--- config.mk ---
export PLATFORM = sky130hd
export DESIGN_NAME = scnio_core
export DESIGN_NICKNAME = d
export VERILOG_FILES = /design/src/logic/scnio_core.v /design/src/logic/scnio_image.v /design/src/logic/scnio_scantime.v
export VERILOG_INCLUDE_DIRS = /design/src /design/src/logic
export SDC_FILE = /design/constraint.sdc
export NUM_CORES = 1
export LEC_CHECK = 0
export ABC_AREA = 0
export BUFFER_PORTS_ARGS = -buffer_cell sky130_fd_sc_hd__buf_4
export CAP_MARGIN = 0
export CORE_ASPECT_RATIO = 0.7
export CORE_MARGIN = 2
export CORE_UTILIZATION = 63
export CTS_CLUSTER_DIAMETER = 80
export DETAILED_ROUTE_END_ITERATION = 7
export GPL_ROUTABILITY_DRIVEN = 0
export PLACE_DENSITY = 0.87
export SLEW_MARGIN = 15
export SYNTH_ARGS = -nofsm -noshare
export SYNTH_HDL_FRONTEND = slang
export SYNTH_SLANG_ARGS = --single-unit
--- constraint.sdc ---
create_clock -name pclk -period 7.5 [get_ports pclk]
set_input_delay 1.5 -clock pclk [delete_from_list [all_inputs] [get_ports pclk]]
set_output_delay 1.5 -clock pclk [all_outputs]
set_load 0.01 [all_outputs]
--- src/logic/scnio_map.vh ---
`ifndef SCNIO_MAP_VH
`define SCNIO_MAP_VH

// register byte offsets
`define SCNIO_OFS_CUR_MS 12'h000
`define SCNIO_OFS_CUR_US 12'h004
`define SCNIO_OFS_MIN_MS 12'h008
`define SCNIO_OFS_MIN_US 12'h00c
`define SCNIO_OFS_MAX_MS 12'h010
`define SCNIO_OFS_MAX_US 12'h014
`define SCNIO_OFS_CTRL 12'h018
`define SCNIO_OFS_STAT 12'h01c
`define SCNIO_OFS_COUNT 12'h020

// control fields
`define SCNIO_CTRL_RUN 0
`define SCNIO_CTRL_CLR 1
`define SCNIO_CTRL_RST 2'h1

// status fields
`define SCNIO_STAT_RUN 0
`define SCNIO_STAT_ST_LO 1
`define SCNIO_STAT_ST_HI 4
`define SCNIO_STAT_VALID 5

// word layout
`define SCNIO_WORD_W 16
`define SCNIO_WORD_RST 16'h0000
`define SCNIO_MS_MAX 16'hffff

// timing
`define SCNIO_CLK_NS 4
`define SCNIO_TICK_NS 100000
`define SCNIO_TICK_CYC (`SCNIO_TICK_NS / `SCNIO_CLK_NS)
`define SCNIO_TICKS_PER_MS 4'h9
`define SCNIO_US_PER_TICK 16'h0064

`endif

--- src/logic/scnio_core.v ---
// Chosen here: register access over APB and the register offsets.
`timescale 1ns/1ps
`default_nettype none
`include "scnio_map.vh"

// Overview of operation
// - capture all input terminals into the input image before every scan starts.
// - coil writes go to output image; whole image drives terminals after end.
// - input contacts read the input image, never the terminals directly.
// - output contacts read the output image as last written.
// - input change reaches output terminals one to two scans later.
// - time end-to-end interval and store it as current scan time each end.
// - at each end replace the minimum scan time if the new one is smaller.
// - at each end replace the maximum scan time if the new one is larger.
// - scan time is a millisecond word plus a microsecond word up to 900.
// - measured scan time falls short of the true interval by one clock up to one whole 100 us tick, until the ms word saturates.
// - data words are sixteen bits, top bit gives the sign.
// - signed words span minus 32768 to plus 32767.
// - input refresh keeps running while the program is stopped; output terminals are held off.
// - on stop keep the output image, drive all outputs off, keep other data.
module scnio_core #(
	parameter W = 144,
	parameter AW = 8,
	parameter TICK_CYC = `SCNIO_TICK_CYC
) (
	input wire pclk,
	input wire presetn,
	input wire psel,
	input wire penable,
	input wire pwrite,
	input wire [11:0] paddr,
	input wire [31:0] pwdata,
	output reg [31:0] prdata,
	output wire pready,
	output wire pslverr,
	input wire run_switch,
	input wire [W-1:0] in_terminals,
	output reg [W-1:0] out_terminals,
	output wire scan_start,
	output wire running,
	input wire end_instr,
	input wire coil_we,
	input wire [AW-1:0] coil_addr,
	input wire coil_data,
	input wire contact_from_out,
	input wire [AW-1:0] contact_addr,
	output wire contact_data
);

////////////////////////////////////////////////////////////////////////////////
// scan sequencer states
localparam [3:0] S_INIT = 4'b0001;
localparam [3:0] S_IN = 4'b0010;
localparam [3:0] S_EXEC = 4'b0100;
localparam [3:0] S_OUT = 4'b1000;

reg [3:0] state_q;
reg [3:0] state_d;
reg running_q;
reg running_d;
reg [1:0] ctrl_q;
reg valid_q;
reg [15:0] cur_ms_q;
reg [15:0] cur_us_q;
reg [15:0] min_ms_q;
reg [15:0] min_us_q;
reg [15:0] max_ms_q;
reg [15:0] max_us_q;
reg [15:0] count_q;
reg sel_q;
reg [31:0] rd_d;
reg rd_hit;

wire run_req;
wire in_load;
wire end_ok;
wire coil_ok;
wire meas_valid;
wire [15:0] meas_ms;
wire [15:0] meas_us;
wire [W-1:0] out_image;
wire in_rdata;
wire out_rdata;
wire setup;
wire access;
wire wr_ctrl;
wire clr_req;
wire [31:0] meas_val;
wire [31:0] min_val;
wire [31:0] max_val;

assign run_req = run_switch & ctrl_q[`SCNIO_CTRL_RUN];
assign in_load = (state_q == S_IN);
assign end_ok = (state_q == S_EXEC) && end_instr && run_req;
assign coil_ok = (state_q == S_EXEC) && coil_we && run_req;
assign scan_start = (state_q == S_IN) && running_d;
assign running = running_q;

////////////////////////////////////////////////////////////////////////////////
// scan sequencer
always @* begin
	state_d = state_q;
	running_d = running_q;
	case (state_q)
		S_INIT: begin
			state_d = S_IN;
		end
		S_IN: begin
			// run state is decided at the input capture, then step 0 begins
			running_d = run_req;
			state_d = run_req ? S_EXEC : S_OUT;
		end
		S_EXEC: begin
			if (!run_req) begin
				running_d = 1'b0;
				state_d = S_OUT;
			end else if (end_instr) begin
				state_d = S_OUT;
			end
		end
		S_OUT: begin
			state_d = S_IN;
		end
		default: begin
			state_d = S_INIT;
			running_d = 1'b0;
		end
	endcase
end

always @(posedge pclk or negedge presetn) begin
	if (!presetn) begin
		state_q <= S_INIT;
		running_q <= 1'b0;
	end else begin
		state_q <= state_d;
		running_q <= running_d;
	end
end

////////////////////////////////////////////////////////////////////////////////
// input and output images
scnio_image #(
	.W(W),
	.AW(AW)
) u_in_image (
	.pclk(pclk),
	.presetn(presetn),
	.load(in_load),
	.load_data(in_terminals),
	.we(1'b0),
	.waddr({AW{1'b0}}),
	.wdata(1'b0),
	.raddr(contact_addr),
	.rdata_q(in_rdata),
	.image_q()
);

scnio_image #(
	.W(W),
	.AW(AW)
) u_out_image (
	.pclk(pclk),
	.presetn(presetn),
	.load(1'b0),
	.load_data({W{1'b0}}),
	.we(coil_ok),
	.waddr(coil_addr),
	.wdata(coil_data),
	.raddr(contact_addr),
	.rdata_q(out_rdata),
	.image_q(out_image)
);

always @(posedge pclk or negedge presetn) begin
	if (!presetn) begin
		sel_q <= 1'b0;
	end else begin
		sel_q <= contact_from_out;
	end
end

// contacts never see the terminals, only the images
assign contact_data = sel_q ? out_rdata : in_rdata;

////////////////////////////////////////////////////////////////////////////////
// output terminals: batch transfer after end, all off while stopped
always @(posedge pclk or negedge presetn) begin
	if (!presetn) begin
		out_terminals <= {W{1'b0}};
	end else if (!run_req || !running_q) begin
		out_terminals <= {W{1'b0}};
	end else if (state_q == S_OUT) begin
		out_terminals <= out_image;
	end
end

////////////////////////////////////////////////////////////////////////////////
// scan time measurement
scnio_scantime #(
	.TICK_CYC(TICK_CYC),
	.DIV_W(16)
) u_scantime (
	.pclk(pclk),
	.presetn(presetn),
	.end_pulse(end_ok),
	.meas_ms_q(meas_ms),
	.meas_us_q(meas_us),
	.meas_valid_q(meas_valid)
);

assign meas_val = {meas_ms, meas_us};
assign min_val = {min_ms_q, min_us_q};
assign max_val = {max_ms_q, max_us_q};
assign clr_req = wr_ctrl && pwdata[`SCNIO_CTRL_CLR];

always @(posedge pclk or negedge presetn) begin
	if (!presetn) begin
		cur_ms_q <= `SCNIO_WORD_RST;
		cur_us_q <= `SCNIO_WORD_RST;
		min_ms_q <= `SCNIO_WORD_RST;
		min_us_q <= `SCNIO_WORD_RST;
		max_ms_q <= `SCNIO_WORD_RST;
		max_us_q <= `SCNIO_WORD_RST;
		valid_q <= 1'b0;
		count_q <= `SCNIO_WORD_RST;
	end else if (meas_valid) begin
		// a clear in the same cycle as a new measurement restarts min and max from it
		cur_ms_q <= meas_ms;
		cur_us_q <= meas_us;
		count_q <= count_q + 16'h0001;
		valid_q <= 1'b1;
		if (!valid_q || clr_req || (meas_val < min_val)) begin
			min_ms_q <= meas_ms;
			min_us_q <= meas_us;
		end
		if (!valid_q || clr_req || (meas_val > max_val)) begin
			max_ms_q <= meas_ms;
			max_us_q <= meas_us;
		end
	end else if (clr_req) begin
		valid_q <= 1'b0;
	end
end

////////////////////////////////////////////////////////////////////////////////
// apb slave: zero wait states, read data registered in the setup cycle
assign setup = psel && !penable;
assign access = psel && penable;
assign pready = 1'b1;
assign wr_ctrl = access && pwrite && (paddr == `SCNIO_OFS_CTRL);

always @* begin
	rd_d = 32'h00000000;
	rd_hit = 1'b1;
	// 16-bit words in the low half, upper bits read zero
	case (paddr)
		`SCNIO_OFS_CUR_MS: rd_d = {16'h0000, cur_ms_q};
		`SCNIO_OFS_CUR_US: rd_d = {16'h0000, cur_us_q};
		`SCNIO_OFS_MIN_MS: rd_d = {16'h0000, min_ms_q};
		`SCNIO_OFS_MIN_US: rd_d = {16'h0000, min_us_q};
		`SCNIO_OFS_MAX_MS: rd_d = {16'h0000, max_ms_q};
		`SCNIO_OFS_MAX_US: rd_d = {16'h0000, max_us_q};
		`SCNIO_OFS_CTRL: rd_d = {30'h0, ctrl_q[1] & 1'b0, ctrl_q[0]};
		`SCNIO_OFS_STAT: rd_d = {26'h0, valid_q, state_q, running_q};
		`SCNIO_OFS_COUNT: rd_d = {16'h0000, count_q};
		default: rd_hit = 1'b0;
	endcase
end

assign pslverr = access && !rd_hit;

always @(posedge pclk or negedge presetn) begin
	if (!presetn) begin
		prdata <= 32'h00000000;
	end else if (setup && !pwrite) begin
		prdata <= rd_d;
	end
end

always @(posedge pclk or negedge presetn) begin
	if (!presetn) begin
		ctrl_q <= `SCNIO_CTRL_RST;
	end else if (wr_ctrl) begin
		ctrl_q <= {1'b0, pwdata[`SCNIO_CTRL_RUN]};
	end
end

endmodule // scnio_core

`default_nettype wire

--- src/logic/scnio_image.v ---
`timescale 1ns/1ps
`default_nettype none

module scnio_image #(
	parameter W = 144,
	parameter AW = 8
) (
	input wire pclk,
	input wire presetn,
	input wire load,
	input wire [W-1:0] load_data,
	input wire we,
	input wire [AW-1:0] waddr,
	input wire wdata,
	input wire [AW-1:0] raddr,
	output reg rdata_q,
	output wire [W-1:0] image_q
);

reg [W-1:0] bits_q;

assign image_q = bits_q;

////////////////////////////////////////////////////////////////////////////////
// per-bit storage: batch load has priority over a single-bit write
genvar i;
generate
	for (i = 0; i < W; i = i + 1) begin : g_bit
		always @(posedge pclk or negedge presetn) begin
			if (!presetn) begin
				bits_q[i] <= 1'b0;
			end else if (load) begin
				bits_q[i] <= load_data[i];
			end else if (we && (waddr == i)) begin
				bits_q[i] <= wdata;
			end
		end
	end
endgenerate

////////////////////////////////////////////////////////////////////////////////
// registered single-bit read, out of range reads zero
always @(posedge pclk or negedge presetn) begin
	if (!presetn) begin
		rdata_q <= 1'b0;
	end else if (raddr < W) begin
		rdata_q <= bits_q[raddr];
	end else begin
		rdata_q <= 1'b0;
	end
end

endmodule // scnio_image

`default_nettype wire

--- src/logic/scnio_scantime.v ---
`timescale 1ns/1ps
`default_nettype none
`include "scnio_map.vh"

module scnio_scantime #(
	parameter TICK_CYC = `SCNIO_TICK_CYC,
	parameter DIV_W = 16
) (
	input wire pclk,
	input wire presetn,
	input wire end_pulse,
	output reg [15:0] meas_ms_q,
	output reg [15:0] meas_us_q,
	output reg meas_valid_q
);

reg [DIV_W-1:0] div_q;
reg [3:0] sub_q;
reg [15:0] ms_q;
wire tick;

assign tick = (div_q == TICK_CYC - 1);

////////////////////////////////////////////////////////////////////////////////
// 100 us tick divider and tick accumulation, restarted at every end
always @(posedge pclk or negedge presetn) begin
	if (!presetn) begin
		div_q <= {DIV_W{1'b0}};
		sub_q <= 4'h0;
		ms_q <= `SCNIO_WORD_RST;
		meas_ms_q <= `SCNIO_WORD_RST;
		meas_us_q <= `SCNIO_WORD_RST;
		meas_valid_q <= 1'b0;
	end else begin
		meas_valid_q <= end_pulse;
		if (end_pulse) begin
			meas_ms_q <= ms_q;
			meas_us_q <= {12'h000, sub_q} * `SCNIO_US_PER_TICK;
			div_q <= {DIV_W{1'b0}};
			sub_q <= 4'h0;
			ms_q <= `SCNIO_WORD_RST;
		end else if (tick) begin
			div_q <= {DIV_W{1'b0}};
			if (sub_q == `SCNIO_TICKS_PER_MS) begin
				sub_q <= 4'h0;
				if (ms_q != `SCNIO_MS_MAX) begin
					ms_q <= ms_q + 16'h0001;
				end
			end else begin
				sub_q <= sub_q + 4'h1;
			end
		end else begin
			div_q <= div_q + {{(DIV_W-1){1'b0}}, 1'b1};
		end
	end
end

endmodule // scnio_scantime

`default_nettype wire

==> results of run 1 <==
[path summary, 6_finish.rpt]
kind | from | end | slack, ns | cells past startpoint
max reg2reg | u_scantime.meas_ms_q[6] | max_ms_q[12] | 3.82 | 7
min in group asynchronous | presetn | cur_ms_q[4] | 0.93 | 1
min reg2reg | u_scantime.div_q[0] | u_scantime.div_q[0] | 0.46 | 1
max in group asynchronous | presetn | u_in_image.image_q[48] | 4.82 | 3
min | u_scantime.div_q[0] | u_scantime.div_q[0] | 0.46 | 1
max | paddr[9] | pslverr | 2.98 | 5
[kinds of logic (layout without fill, tap and decap cells)]
group,after synthesis,count (layout),share of synthesized area (%)
fa+ha+maj,63,63,2.76
xor+xnor,47,47,1.43
compound gates,374,374,10.3
simple gates,590,590,9.34
mux,428,428,19.1
other cells,2,17,0.0260
flops,611,611,53.0
buf+inv,266,563,3.97
[layout by cell type (no fill, tap or decap), types with 25 or more instances in the layout]
cell       instances
a311o_1           25
inv_1             91
nor3_1            44
a21oi_1           26
nand3_1           62
mux4_2            67
o221ai_1          29
buf_4            361
mux2i_1           40
nor2_1           168
nand2_1          206
ha_1              62
dfrtp_1          608
xor2_1            27
clkbuf_16         57
a22o_1           165
mux2_2           318
o21ai_0           54
[layer usage]
layer / wire length [um] / vias up / part of all wire, % / global-route usage [%]
li1: - / 9153 / - / -
met5: 8 / - / 0.0097 / 0
met2: 37500 / 1349 / 45 / 52.2
met4: 3930 / 2 / 4.8 / 14.9
met1: 31600 / 10800 / 38 / 47.4
met3: 9430 / 261 / 11 / 10.2
[registers in the layout, summed over array words and instances (netlist names), 9 cells and up]
signal and cells:
u_scantime.ms_q 16, u_scantime.div_q 16, prdata 16, u_out_image.image_q 144
u_scantime.meas_ms_q 16, out_terminals 144, min_us_q 9, max_ms_q 16
u_in_image.image_q 144, count_q 16, u_scantime.meas_us_q 9, cur_us_q 9
max_us_q 9, cur_ms_q 16, min_ms_q 16
[report_power, final]
part	internal (mW)	switching, mW
clock network	1.70	1.29
logic	0.737	0.525
registers	3.72	0.260
total	6.16	2.08
[area by class of cell]
cell class                 instances  share of cell area (%)
inverter                          92                    1.04
clock buffer                      79                    4.76
sequential                       611                    45.5
timing repair buffer             365                    8.26
multi-input combinational       1519                    37.2
tap                              603                    2.24
clock inverter                    27                    1.01
[per-stage QoR]
step	area (um^2)	instances	total power [mW]	util, %
after global routing	33600	3296	8.53	74.5
after detailed placement	31700	3190	5.27	70.2
after global placement	31700	3190	5.15	70.2
after floorplan	28900	2396	4.84	-
final	33600	3296	8.23	74.5
after CTS	33600	3296	8.26	74.5
[worst max-delay path, delay by kind of cell]
kind / cells / cell delay, ns
AO/OA/AOI/OAI: 1 / 0.32
buffers and inverters: 2 / 0.25
AND/OR/NAND/NOR: 2 / 0.95
==> flow_summary.yaml, run 1 <==
routing:
  drc: 0
  drtAntennaViolNets: 0
  first_pass_iters: 6
  drtIter0Drc: 2825
  post_drt_wl_per_cell_um: 25.0
  routed_wl_um: 82500
  vias: 21500
  viasPerCell: 6.54
timing:
  layout_setup_ws_ns: 2.98
  fin_setup_tns_ns: 0
  finalClockSkew_ns: 0.0439
  setup_viol_count_final: 0
  fmax_ghz: 0.221
  final_hold_viol_count: 0
  slew_headroom_pct: 17.5
  rsz0062_at_grt: "no"
  worst_pin_slew_ns: 1.23
  slew_violations: 0
  finalCritPeriodShare_pct: 60.3
  hold-worst-slack_ns: 0.455
  layout_min_cycle_time_ns: 4.52
layout:
  diodes: 0
  multiInputGateArea_um2: 12500
  fin_nets: 2923
  area_growth_pct: 16.6
  fill_cells: 2715
  drive_above_1_share_pct: 32.2
  seq_area_um2: 15300
synthesis:
  synth_top_cell_by_area: "dfrtp_1"
  yosysUniqueCellTypes: 69
  synth_edf_count: 0
  synth_common_cells: "dfrtp_1, mux2_2, nand2_1, nor2_1, a22o_1"
  synth_area_leaders: "dfrtp_1, mux2_2, mux4_2, a22o_1, ha_1"
  syn_inst: 2381
  ys_seq_area_share_pct: 53.0
  synth.top_cell.area_share_pct: 52.8
  syn-mean-instance-area_um2: 12.1
  ys_ff_latch: 611
  synthFlopType: "dfrtp_1"
  synth.most_common_cell: "dfrtp_1"
  async_flop_share_pct: 100
  yosysWarnings: 0
  syn_area_um2: 28800
critical_path:
  cp_slowest_cell: "nor4_1"
  cpMostUsedCell: "buf_4"
  path_class: "in2out"
  critical_path_arrival_ns: 3.02
  end_kind: "primary output"
  cp_slowest_stage_delay_ns: 0.59
  path_cells: "buf_4 -> nor4_1 -> nand2_1 -> o211a_1 -> buf_4"
  cp.required_ns: 6.00
  startpoint_type: "input port"
  critPathMaxFanout: 9
outcome:
  outcome: "completed"
clock_tree:
  cts.repair.resized: 0
  cts-root-buf: "clkbuf_16"
  postCtsSetupBuffers: 0
  cts_tree: "yes"
  cts_buffers: 57
  clk_pin_slew_ns: 0.06
  cts_buffer_depth: 3
  cts_num_sinks: 611
  worstSkewPairLatency_ns: 0.62
  postCtsHoldBufs: 0
  h-tree-depth: 2
global_route:
  grt_pass1_vias: 21800
  grt_pass1_wl_um: 127000
  overflow: 0
  grt.total_usage_pct: 34.7
  grt_max_degree: 160
  antenna_found_initial: 1
placement:
  post-dp-hpwl_um: 55500
  port_buffers: 347
  dpl_worst_slack_ns: 2.72
floorplanning:
  start_util_pct: 63.9
  dieWidth_um: 260
  design.core.area_um2: 45100
  num_rows: 65
  dieArea_um2: 47500
  die_h_um: 183
  io_pins: 395
power:
  p_per_area_nw_per_um2: 245
  leakage_nw: 15.9
  irDropWorstVdd_uv: 324
min_path:
  min_path_type: "reg2reg"
flow_run:
  drv_cap: 0
No activity file was read; power rests on OpenSTA's default activity.
==> run 2: changes to the inputs <==
--- a/config.mk
+++ b/config.mk
@@ -11,11 +11,11 @@
 export CAP_MARGIN = 0
 export CORE_ASPECT_RATIO = 0.7
 export CORE_MARGIN = 2
-export CORE_UTILIZATION = 63
+export CORE_UTILIZATION = 52
 export CTS_CLUSTER_DIAMETER = 80
 export DETAILED_ROUTE_END_ITERATION = 7
 export GPL_ROUTABILITY_DRIVEN = 0
-export PLACE_DENSITY = 0.87
+export PLACE_DENSITY = 0.77
 export SLEW_MARGIN = 15
 export SYNTH_ARGS = -nofsm -noshare
 export SYNTH_HDL_FRONTEND = slang
==> constraint.sdc (replaced) <==
create_clock -name pclk -period 3.72 [get_ports pclk]
set_input_delay 0.744 -clock pclk [delete_from_list [all_inputs] [get_ports pclk]]
set_output_delay 0.744 -clock pclk [all_outputs]
set_load 0.01 [all_outputs]
==> flow_summary.yaml, run 2 (synthesized netlist as in run 1, its figures left out) <==
outcome:
  outcome: "completed"
clock_tree:
  cts_num_sinks: 611
  cts_buffers: 57
  cts.repair.resized: 0
  cts-root-buf: "clkbuf_16"
  h-tree-depth: 2
  cts_tree: "yes"
  postCtsSetupBuffers: 0
  postCtsHoldBufs: 0
  clk_pin_slew_ns: 0.06
  cts_buffer_depth: 3
  worstSkewPairLatency_ns: 0.64
routing:
  vias: 21300
  post_drt_wl_per_cell_um: 23.5
  viasPerCell: 6.13
  routed_wl_um: 81600
  drtAntennaViolNets: 0
  first_pass_iters: 7
  drtIter0Drc: 2420
  drc: 0
critical_path:
  critPathMaxFanout: 21
  path_class: "reg2reg"
  end_kind: "flop"
  cp_slowest_cell: "dfrtp_1"
  startpoint_type: "flop"
  cp.required_ns: 4.23
  cp_slowest_stage_delay_ns: 0.45
  path_cells: "ha_1 -> nand4_1 -> nor3_1 -> nor4b_1 -> a221oi_1 -> a21oi_2 -> buf_4 -> mux2_2"
  critical_path_arrival_ns: 3.57
timing:
  layout_min_cycle_time_ns: 3.06
  finalClockSkew_ns: 0.0306
  layout_setup_ws_ns: 0.656
  hold-worst-slack_ns: 0.139
  rsz0062_at_grt: "no"
  worst_pin_slew_ns: 1.04
  fmax_ghz: 0.326
  slew_headroom_pct: 30.6
  finalCritPeriodShare_pct: 82.4
  fin_setup_tns_ns: 0
  setup_viol_count_final: 0
  slew_violations: 0
  final_hold_viol_count: 0
layout:
  fin_area_um2: 34100
  drive_above_1_share_pct: 32.9
  seq_area_um2: 15300
  fin_nets: 2963
  multiInputGateArea_um2: 12500
  layout_common_cells: "dfrtp_1, buf_4, mux2_2"
  fill_cells: 4091
  diodes: 0
  area_growth_pct: 18.4
  final_common_cell: "dfrtp_1"
  final_cells: 3475
global_route:
  grt_pass1_vias: 21100
  grt_pass1_wl_um: 127000
  overflow: 0
  grt.total_usage_pct: 28.3
  grt_max_degree: 145
  antenna_found_initial: 0
placement:
  dp_cells: 3367
  dpl_worst_slack_ns: 0.520
  port_buffers: 347
  postPlaceCellArea_um2: 32300
  post-dp-hpwl_um: 58400
floorplanning:
  dieArea_um2: 57400
  dieWidth_um: 286
  design.core.area_um2: 55000
  io_pins: 395
  num_rows: 72
  start_util_pct: 52.4
  die_h_um: 201
power:
  leakage_nw: 16.1
  irDropWorstVdd_uv: 456
  p_per_area_nw_per_um2: 480
flow_run:
  drv_cap: 0
min_path:
  min_path_type: "in2async"
## run 2: cell count changes in the layout (fill, tap and decap cells not counted), moves of 5 or more
cell and delta:
buf_12 +10, clkbuf_8 +7, bufinv_16 -5, clkinv_2 -7, buf_4 +31, clkbuf_1 +7
## run 2: per-stage QoR
step	total power, mW	utilization (%)
finish	16.4	62.0
global route	17.0	62.0
detailed placement	10.6	58.6
CTS	16.4	62.0
global placement	10.4	58.6
floorplan	9.76	-
## run 2: worst max-delay path, delay by kind of cell, from the launching register on
kind	cells	cell delay, ns
AO/OA/AOI/OAI	2	0.44
adder cells (fa/ha/maj)	1	0.34
buffers and inverters	1	0.38
flip-flops	1	0.45
multiplexers	1	0.40
AND/OR/NAND/NOR	3	0.93
## run 2: metal layers
metal | track usage (%) | part of all wire, %
met1 | 40.8 | 42
met2 | 42.1 | 45
met3 | 7.16 | 9.3
met4 | 9.26 | 3.5
met5 | 0 | 0
## run 2: path summary, 6_finish.rpt
path	cells past startpoint	slack (ns)	start	end
min in group pclk	1	0.26	contact_from_out	sel_q
hold / removal	1	0.14	presetn	count_q[6]
setup / recovery	8	0.66	u_scantime.meas_ms_q[13]	min_us_q[6]
hold reg to reg	1	0.46	u_scantime.div_q[0]	u_scantime.div_q[0]
setup reg to reg	8	0.66	u_scantime.meas_ms_q[13]	min_us_q[6]
max in group asynchronous	2	2.41	presetn	u_in_image.image_q[141]
## run 2: cell type report
cell class | instances | share of cell area [%]
Clock inverter | 15 | 0.451
Multi-Input combinational cell | 1519 | 36.6
Sequential cell | 611 | 44.8
Timing Repair Buffer | 405 | 9.37
Clock buffer | 93 | 5.04
Tap cell | 740 | 2.71
Inverter | 92 | 1.03
## run 2: power by group
part / switching (mW) / internal [mW]
Combinational: 1.03 / 1.52
Sequential: 0.510 / 7.49
Clock: 2.60 / 3.24
